## src/pkg/cfg_bank_pkg.sv

```systemverilog
// Purpose: Shared constants and types for the link and power management bank
// Assumes: Register indices are word indices; byte address is four times the index
// Notes: Speed codes follow the target speed field encoding

package cfg_bank_pkg;

    // Register word indices
    localparam int unsigned IDX_W = 10;
    localparam logic [9:0] IDX_DEV_CAP2 = 10'h064;
    localparam logic [9:0] IDX_DEV_CTL2 = 10'h068;
    localparam logic [9:0] IDX_DEV_STS2 = 10'h06A;
    localparam logic [9:0] IDX_LINK_CAP2 = 10'h06C;
    localparam logic [9:0] IDX_LINK_CTL2 = 10'h070;
    localparam logic [9:0] IDX_LINK_STS2 = 10'h072;
    localparam logic [9:0] IDX_SLOT_CAP2 = 10'h074;
    localparam logic [9:0] IDX_SLOT_CTL2 = 10'h078;
    localparam logic [9:0] IDX_SLOT_STS2 = 10'h07A;
    localparam logic [9:0] IDX_PM_CAP = 10'h0C0;

    // Link control two fields
    localparam int unsigned SPD_LSB = 0;
    localparam int unsigned SPD_W = 4;
    localparam int unsigned FC_BIT = 4;
    localparam int unsigned ASCD_BIT = 5;

    // Power management header fields
    localparam int unsigned CAP_ID_LSB = 0;
    localparam int unsigned NXT_LSB = 8;
    localparam int unsigned REV_LSB = 16;
    localparam int unsigned WCLK_BIT = 19;

    // Byte lanes that carry writable fields
    localparam int unsigned LANE_CTL = 0;
    localparam int unsigned LANE_NXT = 1;

    // Fixed and reset values
    localparam logic [7:0] CAP_ID_VAL = 8'h01;
    localparam logic [7:0] NXT_UP_VAL = 8'h00;
    localparam logic [7:0] NXT_DOWN_VAL = 8'hD0;
    localparam logic [2:0] REV_VAL = 3'h3;
    localparam logic WCLK_VAL = 1'b0;
    localparam logic [3:0] SPD_RST = 4'h0;
    localparam logic [31:0] WORD_ZERO = 32'h0000_0000;

    // Speed codes
    localparam logic [3:0] SPEED_NONE = 4'h0;
    localparam logic [3:0] SPEED_GEN1 = 4'h1;
    localparam logic [3:0] SPEED_GEN2 = 4'h2;

    // Forced compliance sequencing
    typedef enum logic [1:0] {
        CMP_IDLE,
        CMP_ARMED,
        CMP_ACTIVE
    } compliance_state_t;

endpackage

```

## src/link_cfg_bank.sv

```systemverilog
// Purpose: Link control two, reserved gen-two words and power management header
// Assumes: APB slave with zero wait states; straps stable around reset release
// Notes: Index addressing; byte address is four times the register index
//
// The APB interface to the registers was decided locally.

`timescale 1ns/1ps
`default_nettype none

module link_cfg_bank #(
    parameter int unsigned ADDR_W = 12,
    parameter logic [3:0] MAX_SUPPORTED = cfg_bank_pkg::SPEED_GEN1
) (
    // Clock and reset
    input wire logic pclk,
    input wire logic presetn,
    // APB slave
    input wire logic psel,
    input wire logic penable,
    input wire logic pwrite,
    input wire logic [ADDR_W-1:0] paddr,
    input wire logic [31:0] pwdata,
    input wire logic [3:0] pstrb,
    output logic [31:0] prdata,
    output logic pready,
    output logic pslverr,
    // Port straps and mode
    input wire logic downstream_port,
    input wire logic compat_mode,
    input wire logic cfg_unlock,
    // Link events
    input wire logic hot_reset,
    input wire logic auto_speed_req,
    input wire logic [3:0] auto_speed,
    input wire logic link_unreliable,
    // Link control results
    output logic [3:0] advertise_speed_max,
    output logic [3:0] link_speed,
    output logic auto_change_refused,
    output logic compliance_active,
    output logic [3:0] compliance_speed
);

    // Bus state
    logic pready_q;
    logic pslverr_q;
    logic [31:0] prdata_q;

    // Stored fields
    logic [3:0] target_link_speed_q;
    logic force_compliance_q;
    logic autonomous_speed_change_disable_q;
    logic [7:0] next_capability_link_q;
    logic downstream_q;
    logic defaults_loaded_q;

    // Compliance sequencing
    cfg_bank_pkg::compliance_state_t cmp_state_q;
    cfg_bank_pkg::compliance_state_t cmp_state_d;
    logic compliance_active_q;
    logic [3:0] compliance_speed_q;

    // Decode
    logic [cfg_bank_pkg::IDX_W-1:0] idx;
    logic mapped;
    logic setup_phase;
    logic write_commit;
    logic ctl_write;
    logic nxt_write;

    // Visible field values after the compatibility mask
    logic [3:0] speed_eff;
    logic fc_eff;
    logic ascd_eff;

    // Read words
    logic [31:0] ctl_word;
    logic [31:0] pm_word;
    logic [31:0] rd_word;

    assign idx = paddr[cfg_bank_pkg::IDX_W+1:2];
    assign setup_phase = psel && !penable;
    assign write_commit = psel && penable && pready_q && pwrite;

    // Which indices answer without error
    always_comb begin
        case (idx)
            cfg_bank_pkg::IDX_DEV_CAP2,
            cfg_bank_pkg::IDX_DEV_CTL2,
            cfg_bank_pkg::IDX_DEV_STS2,
            cfg_bank_pkg::IDX_LINK_CAP2,
            cfg_bank_pkg::IDX_LINK_CTL2,
            cfg_bank_pkg::IDX_LINK_STS2,
            cfg_bank_pkg::IDX_SLOT_CAP2,
            cfg_bank_pkg::IDX_SLOT_CTL2,
            cfg_bank_pkg::IDX_SLOT_STS2,
            cfg_bank_pkg::IDX_PM_CAP: begin
                mapped = 1'b1;
            end
            default: begin
                mapped = 1'b0;
            end
        endcase
    end

    // Compatibility mode hides the fields but keeps their storage untouched
    assign speed_eff = compat_mode ? cfg_bank_pkg::SPD_RST : target_link_speed_q;
    assign fc_eff = compat_mode ? 1'b0 : force_compliance_q;
    assign ascd_eff = compat_mode ? 1'b0 : autonomous_speed_change_disable_q;

    // Write strobes per writable lane; compatibility mode drops control writes
    assign ctl_write = write_commit && idx == cfg_bank_pkg::IDX_LINK_CTL2 &&
        pstrb[cfg_bank_pkg::LANE_CTL] && !compat_mode;
    assign nxt_write = write_commit && idx == cfg_bank_pkg::IDX_PM_CAP &&
        pstrb[cfg_bank_pkg::LANE_NXT] && cfg_unlock;

    // Link control two as read; upper bits stay zero
    always_comb begin
        ctl_word = cfg_bank_pkg::WORD_ZERO;
        ctl_word[cfg_bank_pkg::SPD_LSB +: cfg_bank_pkg::SPD_W] = speed_eff;
        ctl_word[cfg_bank_pkg::FC_BIT] = fc_eff;
        ctl_word[cfg_bank_pkg::ASCD_BIT] = ascd_eff;
    end

    // Power management header as read
    always_comb begin
        pm_word = cfg_bank_pkg::WORD_ZERO;
        pm_word[cfg_bank_pkg::CAP_ID_LSB +: 8] = cfg_bank_pkg::CAP_ID_VAL;
        pm_word[cfg_bank_pkg::NXT_LSB +: 8] = next_capability_link_q;
        pm_word[cfg_bank_pkg::REV_LSB +: 3] = cfg_bank_pkg::REV_VAL;
        pm_word[cfg_bank_pkg::WCLK_BIT] = cfg_bank_pkg::WCLK_VAL;
    end

    // Read mux; every other word, mapped or not, reads zero
    always_comb begin
        case (idx)
            cfg_bank_pkg::IDX_LINK_CTL2: begin
                rd_word = ctl_word;
            end
            cfg_bank_pkg::IDX_PM_CAP: begin
                rd_word = pm_word;
            end
            default: begin
                rd_word = cfg_bank_pkg::WORD_ZERO;
            end
        endcase
    end

    // Answer one cycle after setup; data and error are held through access
    always_ff @(posedge pclk or negedge presetn) begin
        if (!presetn) begin
            pready_q <= 1'b0;
        end else if (setup_phase) begin
            pready_q <= 1'b1;
        end else begin
            pready_q <= 1'b0;
        end
    end

    // Read data sampled at setup so it is stable for the whole access phase
    always_ff @(posedge pclk or negedge presetn) begin
        if (!presetn) begin
            prdata_q <= cfg_bank_pkg::WORD_ZERO;
            pslverr_q <= 1'b0;
        end else if (setup_phase) begin
            prdata_q <= pwrite ? cfg_bank_pkg::WORD_ZERO : rd_word;
            pslverr_q <= !mapped;
        end else if (!psel) begin
            prdata_q <= cfg_bank_pkg::WORD_ZERO;
            pslverr_q <= 1'b0;
        end
    end

    // Port kind is a strap caught on the first edge after reset release
    always_ff @(posedge pclk or negedge presetn) begin
        if (!presetn) begin
            defaults_loaded_q <= 1'b0;
            downstream_q <= 1'b0;
        end else if (!defaults_loaded_q) begin
            defaults_loaded_q <= 1'b1;
            downstream_q <= downstream_port;
        end
    end

    // Next link: strap default first, then lock-gated writes
    always_ff @(posedge pclk or negedge presetn) begin
        if (!presetn) begin
            next_capability_link_q <= cfg_bank_pkg::NXT_UP_VAL;
        end else if (!defaults_loaded_q) begin
            next_capability_link_q <= downstream_port ? cfg_bank_pkg::NXT_DOWN_VAL
                : cfg_bank_pkg::NXT_UP_VAL;
        end else if (nxt_write) begin
            next_capability_link_q <= pwdata[cfg_bank_pkg::NXT_LSB +: 8];
        end
    end

    // Target speed and autonomous disable; hot reset clears them, and wins
    always_ff @(posedge pclk or negedge presetn) begin
        if (!presetn) begin
            target_link_speed_q <= cfg_bank_pkg::SPD_RST;
            autonomous_speed_change_disable_q <= 1'b0;
        end else if (hot_reset) begin
            target_link_speed_q <= cfg_bank_pkg::SPD_RST;
            autonomous_speed_change_disable_q <= 1'b0;
        end else if (ctl_write) begin
            // Reserved codes are stored as written; their effect is undefined
            target_link_speed_q <= pwdata[cfg_bank_pkg::SPD_LSB +: cfg_bank_pkg::SPD_W];
            autonomous_speed_change_disable_q <= pwdata[cfg_bank_pkg::ASCD_BIT];
        end
    end

    // Force bit is sticky: only the bus reset or a write of zero clears it, hot reset does not
    always_ff @(posedge pclk or negedge presetn) begin
        if (!presetn) begin
            force_compliance_q <= 1'b0;
        end else if (ctl_write) begin
            force_compliance_q <= pwdata[cfg_bank_pkg::FC_BIT];
        end
    end

    // Compliance entry needs the bit armed before the hot reset arrives
    always_comb begin
        cmp_state_d = cmp_state_q;
        case (cmp_state_q)
            cfg_bank_pkg::CMP_IDLE: begin
                if (fc_eff) begin
                    cmp_state_d = cfg_bank_pkg::CMP_ARMED;
                end
            end
            cfg_bank_pkg::CMP_ARMED: begin
                if (!fc_eff) begin
                    cmp_state_d = cfg_bank_pkg::CMP_IDLE;
                end else if (hot_reset) begin
                    cmp_state_d = cfg_bank_pkg::CMP_ACTIVE;
                end
            end
            cfg_bank_pkg::CMP_ACTIVE: begin
                // Leaving takes the same route as entering: clear, then hot reset
                if (hot_reset && !fc_eff) begin
                    cmp_state_d = cfg_bank_pkg::CMP_IDLE;
                end
            end
            default: begin
                cmp_state_d = cfg_bank_pkg::CMP_IDLE;
            end
        endcase
    end

    // Compliance state register
    always_ff @(posedge pclk or negedge presetn) begin
        if (!presetn) begin
            cmp_state_q <= cfg_bank_pkg::CMP_IDLE;
        end else begin
            cmp_state_q <= cmp_state_d;
        end
    end

    // Compliance outputs; the speed is latched at entry from the target field
    always_ff @(posedge pclk or negedge presetn) begin
        if (!presetn) begin
            compliance_active_q <= 1'b0;
            compliance_speed_q <= cfg_bank_pkg::SPEED_NONE;
        end else begin
            compliance_active_q <= cmp_state_d == cfg_bank_pkg::CMP_ACTIVE;
            if (cmp_state_q == cfg_bank_pkg::CMP_ARMED &&
                cmp_state_d == cfg_bank_pkg::CMP_ACTIVE) begin
                compliance_speed_q <= speed_eff;
            end else if (cmp_state_d != cfg_bank_pkg::CMP_ACTIVE) begin
                compliance_speed_q <= cfg_bank_pkg::SPEED_NONE;
            end
        end
    end

    // Training-side speed policy
    speed_governor #(
        .MAX_SUPPORTED(MAX_SUPPORTED)
    ) u_governor (
        .pclk(pclk),
        .presetn(presetn),
        .downstream(downstream_q),
        .target_speed(speed_eff),
        .auto_disable(ascd_eff),
        .auto_req(auto_speed_req),
        .auto_speed(auto_speed),
        .link_unreliable(link_unreliable),
        .advertise_max_q(advertise_speed_max),
        .link_speed_q(link_speed),
        .refused_q(auto_change_refused)
    );

    // Bus outputs straight from flops
    assign prdata = prdata_q;
    assign pready = pready_q;
    assign pslverr = pslverr_q;
    assign compliance_active = compliance_active_q;
    assign compliance_speed = compliance_speed_q;

endmodule

`default_nettype wire

```

## src/speed_governor.sv

```systemverilog
// Purpose: Link speed cap for training and gate on autonomous speed changes
// Assumes: Speed change requests come from the link training logic as pulses
// Notes: Code zero in the target field means no cap beyond what is supported

`timescale 1ns/1ps
`default_nettype none

module speed_governor #(
    parameter logic [3:0] MAX_SUPPORTED = cfg_bank_pkg::SPEED_GEN1
) (
    // Clock and reset
    input wire logic pclk,
    input wire logic presetn,
    // Configuration view
    input wire logic downstream,
    input wire logic [3:0] target_speed,
    input wire logic auto_disable,
    // Training requests
    input wire logic auto_req,
    input wire logic [3:0] auto_speed,
    input wire logic link_unreliable,
    // Results
    output logic [3:0] advertise_max_q,
    output logic [3:0] link_speed_q,
    output logic refused_q
);

    logic [3:0] cap_d;
    logic allowed;

    // Downstream cap comes from the target field; upstream only by silicon limit
    always_comb begin
        cap_d = MAX_SUPPORTED;
        if (downstream && target_speed != cfg_bank_pkg::SPEED_NONE &&
            target_speed < MAX_SUPPORTED) begin
            cap_d = target_speed;
        end
    end

    // A disabled change may still step down to rescue a flaky link
    assign allowed = auto_speed != cfg_bank_pkg::SPEED_NONE && auto_speed <= cap_d &&
        (!auto_disable || (link_unreliable && auto_speed < link_speed_q));

    // Advertised cap follows the field one cycle later
    always_ff @(posedge pclk or negedge presetn) begin
        if (!presetn) begin
            advertise_max_q <= cfg_bank_pkg::SPEED_GEN1;
        end else begin
            advertise_max_q <= cap_d;
        end
    end

    // Operating speed and refusal pulse
    always_ff @(posedge pclk or negedge presetn) begin
        if (!presetn) begin
            link_speed_q <= cfg_bank_pkg::SPEED_GEN1;
            refused_q <= 1'b0;
        end else begin
            refused_q <= auto_req && !allowed;
            if (auto_req && allowed) begin
                link_speed_q <= auto_speed;
            end
        end
    end

endmodule

`default_nettype wire

```

## config.mk

```make
export PLATFORM = sky130hd
export DESIGN_NAME = link_cfg_bank
export DESIGN_NICKNAME = d
export VERILOG_FILES = /design/src/pkg/cfg_bank_pkg.sv /design/src/link_cfg_bank.sv /design/src/speed_governor.sv
export SDC_FILE = /design/constraint.sdc
export NUM_CORES = 1
export LEC_CHECK = 0
export BUFFER_PORTS_ARGS = -buffer_cell sky130_fd_sc_hd__buf_2
export CAP_MARGIN = 5
export CORE_MARGIN = 3
export CORE_UTILIZATION = 50
export CTS_BUF_LIST = sky130_fd_sc_hd__clkbuf_4 sky130_fd_sc_hd__clkbuf_8
export DETAILED_ROUTE_END_ITERATION = 7
export PLACE_DENSITY = 0.87
export SLEW_MARGIN = 30
export SYNTH_ARGS = -nofsm -noshare
export SYNTH_HDL_FRONTEND = slang
export SYNTH_SLANG_ARGS = --single-unit
```

## constraint.sdc

```tcl
create_clock -name pclk -period 2.6 [get_ports pclk]
set_clock_uncertainty 0.05 [all_clocks]
set_input_delay 0.52 -clock pclk [delete_from_list [all_inputs] [get_ports pclk]]
set_output_delay 0.52 -clock pclk [all_outputs]
set_load 0.01 [all_outputs]
```

---- Yosys cells after proc, flatten, opt, wreduce, memory -nomap -nowiden ----
Index checks and enable logic that the tools add are counted.
operators by class
  order comparisons ....................... 3
  eq/ne operators ......................... 16
  mux-type cells .......................... 26
  reductions and logical operators ........ 32
operators with widths
  kind                                                        count
  two-way mux 32 bit                                          3
  == test 10 x 7 -> 1 bit, second input constant              9
  case mux 18 bit (2 select lines)                            1
  two-way mux 4 bit                                           6
  two-way mux 8 bit                                           3
  logical AND 1 bit                                           19
  == test 10 x 8 -> 1 bit, second input constant              1
  OR reduction 10 bit                                         1
  two-way mux 1 bit                                           8
  two-way mux 2 bit                                           4
  nonzero test 4 bit                                          2
  zero test 1 bit                                             6
  case mux 2 bit (3 select lines)                             1
  == test 2 bit, second input constant                        2
  <= comparator 4 bit                                         1
  less-than comparator 4 x 1 -> 1 bit, second input constant  1
  less-than comparator 4 bit                                  1
  != test 2 x 1 -> 1 bit, second input constant               2
  nonzero test 2 bit                                          2
  == test 2 x 1 -> 1 bit, second input constant               1
  zero test 2 bit                                             1
  != test 2 bit, second input constant                        1
  logical OR 1 bit                                            1
storage, ports and cells
  flip-flop bits (word level) ............. 66
  input bits .............................. 63
  output and inout bits ................... 48
  logic and storage cells ................. 92

---- Longest topological paths before layout ----
  depth after elaboration ................. 10
  depth in mapped cells ................... 7
  depth with buffers taken out ............ 7

---- Cells and area by module ----
A second synthesis with hierarchy kept.
second synthesis, totals
  cell total of the unflattened synthesis .. 214
  area, all modules ....................... 2392.3 µm²
modules (own cells, without submodules)
  module          instances  cells an instance  area an instance (µm²)  sequential area each (µm²)
  link_cfg_bank   1          174                1913.1                  1001.0
  speed_governor  1          40                 479.2                   227.7

---- Worst setup path before layout ----
Ideal clock, no wire load.
  kind .................................... input -> register
  from .................................... input paddr[5]
  to ...................................... register next_capability_link_q[7]
  setup time .............................. 126 ps
  arrival ................................. 2073 ps
  data required time ...................... 2424 ps
  slack ................................... 351 ps
  cell stages on the path ................. 6
  path buffers ............................ 1
  path through ............................ or2_1 or4_4 nor4_2 nor2b_1 buf_6 a221o_1
between the ends
  cells in the longest elaborated chain, start to end .. 5
RTL lines
  what                                     line                  text
  start, declared                          link_cfg_bank.sv:21   input wire logic [ADDR_W-1:0] paddr,
  == test 10 x 8 -> 1 bit                  link_cfg_bank.sv:114  assign nxt_write = write_commit && idx == cfg_bank_pkg::IDX_PM_CAP &&
  logical AND 1 bit (2 in series)          link_cfg_bank.sv:114
  logical AND 1 bit                        link_cfg_bank.sv:115  pstrb[cfg_bank_pkg::LANE_NXT] && cfg_unlock;
  != test 2 x 1 -> 1 bit (no source line)  --
  end signal, assigned                     link_cfg_bank.sv:188  next_capability_link_q <= cfg_bank_pkg::NXT_UP_VAL;
  end signal, assigned                     link_cfg_bank.sv:190  next_capability_link_q <= downstream_port ? cfg_bank_pkg::NXT_DOWN_VAL
  end signal, assigned                     link_cfg_bank.sv:193  next_capability_link_q <= pwdata[cfg_bank_pkg::NXT_LSB +: 8];
  end, declared                            link_cfg_bank.sv:53   logic [7:0] next_capability_link_q;
Every way passes these cells.
A chain may end at the register's enable or synchronous reset.

---- Final worst setup path ----
Ends and elaborated chain as after synthesis.

==> impl_metrics.ini <==
[logic_synthesis]
synth-compound-area-share_pct = 13.6
ys_seq_elements = 48
synthCells = 185
yosys.cell_types.count = 41
synth_top_family_by_area = compound AO/OA/AOI/OAI gates
synth_top_area_share_pct = 52.3
yosys.area.top_type = dfrtp_1
postSynthAreaPerCell_sq_um = 11.9
synth_top_flop_cell = dfrtp_1
synth_fa_ha_area_share_pct = 3.98
synth_enable_flop_cells = 0
muxShareOfSynthArea_pct = 5.85
synth_area_sq_um = 2200
yosysSeqAreaShare_pct = 54.7
netlist_top_cells_area = dfrtp_1 (52%), a22o_1 (8.8%), buf_4 (5.8%)
synthArstFlopShare_pct = 100
synth_simple_gate_area_share_pct = 13.0
synth-xor-area-share_pct = 0
synth_warnings = 0

[timing]
hold_viol = 0
finalSetupTns_ns = 0
clock.fmax_mhz = 455
worstMarginPinSlew_ns = 0.762
drv_slew = 0
period_share_pct = 84.5
period_needed_ns = 2.20
worst_slack_ns = 0.402
rsz0062_at_grt = false
finalSetupViolCount = 0
max_slew_margin_pct = 49.2

[cts]
htreeDepth = 2
clk_pin_slew_ns = 0.08
postCtsHoldBufs = 0
clock-root-buffer = clkbuf_8
cts_resized = 0
post_cts_buffers = 0
cts_tree = built
clk_path_buf_depth = 2
cts.sinks = 48
numCtsBuffers = 5
clk_latency_ns = 0.29

[setup_path]
startpoint_type = input port
max_stage_delay_ns = 0.52
crit_chain = buf_2 > or2_1 > or4_4 > nor4_2 > nor2b_1 > a221o_1
cp_max_fo = 8
cpMaxStageDelayCell = or4_4
crit_path_end_kind = flop
cp_top_family = simple AND/OR/NAND/NOR gates
critical_path_class = input port to flop
worstPathArrival_ns = 2.33
path_buf_inv = 1
required_ns = 2.73

[final_layout]
multiInputGateArea_sq_um = 895
final_nets = 338
layout-drive-gt1-share_pct = 36.8
final_util_pct = 64.8
fillers = 339
regArea_sq_um = 1200
insertedDiodeCount = 0
area_delta_synth_final_pct = 21.1
final_cell_mix = buf_2 (72), dfrtp_1 (46), conb_1 (25), a22o_1 (22), nor2_1 (11)
instances_no_fill = 319
final_common_cell = buf_2

[run]
drv_cap = 0

[placement]
preCtsSetupSlack_ns = 0.0851
globalplace.congestion = 0.738
dp_cells = 311
io_buffers = 72
place_hpwl_um = 3470

[global_routing]
overflow = 0
grt_max_degree = 37
grt_pass1_wl_um = 7330
first_global_vias = 1593
grt_usage_pct = 18.1
antenna_found_initial = 0

[power]
ir_drop_v = 0.000448
power_density_nw_per_um2 = 528
leakage_uw = 0.00144

[status]
status = finished clean

[drt]
drc = 0
ant_nets = 0
routedWlPerCell_um = 13.6
route.vias.total = 1612
avgViaCountPerCell = 5.05
met1_length_um = 1790
totalWireLength_um = 4330
drtIter0Drc = 68
wl_met2_um = 2190
first_pass_iters = 4
highest_layer = met4
wl_met3_um = 304

[die]
core-area_sq_um = 4120
die_x_um = 72.4
fp.dieH_um = 72.4
std_cell_rows = 23
start_util_pct = 53.5
ios = 111
dieArea_sq_um = 5240

[worst_hold_path]
hp-class = input port to asynchronous set/reset pin
[per-stage QoR]
step	power (uW)	instance area [sq um]	hold slack [ns]
finish	1410	2670	0.247
CTS	1430	2670	0.260
global placement	980	2580	0.400
floorplan	917	2290	0.174
detailed placement	988	2580	0.407
global route	1490	2670	0.298
[synth_stat cells (3+ instances only)]
| master | number |
|---|---|
| dfrtp_1 | 46 |
| buf_4 | 17 |
| nor2_1 | 11 |
| nand2b_1 | 4 |
| a21o_1 | 3 |
| nand2_1 | 8 |
| nor2b_1 | 3 |
| inv_1 | 9 |
| and2_1 | 3 |
| ha_1 | 7 |
| a22o_1 | 22 |
| mux2i_1 | 5 |
| nor3_1 | 4 |
| mux2_2 | 7 |
[cell type report]
type,count,area share (%)
flip-flops and latches,48,45.1
multi-input cells,129,33.6
repair buffers,75,14.4
clock buffers,7,3.14
well taps,50,2.35
inverters,9,1.27
clock inverters,1,0.188
[kinds of logic after synthesis]
logic type      after synthesis
other cells                   2
mux                          12
simple gates                 49
buf+inv                      31
flops                        48
fa+ha+maj                     7
compound gates               36
[registers in the layout, indices dropped and copies added (netlist names)]
signal,flops
autonomous_speed_change_disable_q,1
cmp_state_q,2
compliance_active,1
compliance_speed,4
defaults_loaded_q,1
force_compliance_q,1
next_capability_link_q,8
prdata,15
pready,1
pslverr,1
target_link_speed_q,4
u_governor.advertise_max_q,4
u_governor.link_speed_q,4
u_governor.refused_q,1
[layer usage]
| layer | vias to the layer above | track usage [%] |
|---|---|---|
| met2 | 56 | 31.4 |
| met1 | 767 | 22.1 |
| met5 | - | 0 |
| met3 | 5 | 4.16 |
| li1 | 784 | - |
| met4 | 0 | 5.85 |
[final timing paths]
path / start / endpoint / slack, ns / depth (start not counted)
setup / recovery: paddr[5] / next_capability_link_q[7] / 0.40 / 6
hold / removal: presetn / prdata[9] / 0.25 / 1
setup reg to reg: u_governor.link_speed_q[3] / u_governor.link_speed_q[2] / 0.65 / 7
hold reg to reg: cmp_state_q[1] / cmp_state_q[0] / 0.41 / 1
max in group asynchronous: presetn / cmp_state_q[1] / 1.65 / 2
min in group pclk: pwdata[8] / next_capability_link_q[0] / 0.39 / 2
[where the power goes]
part | total (uW) | leakage [uW] | switching (uW) | internal [uW]
clock network | 436 | 0.0000491 | 226 | 210
registers | 790 | 0.000639 | 14.1 | 776
logic | 181 | 0.000749 | 101 | 80.7
No activity file was read; power rests on OpenSTA's default activity.
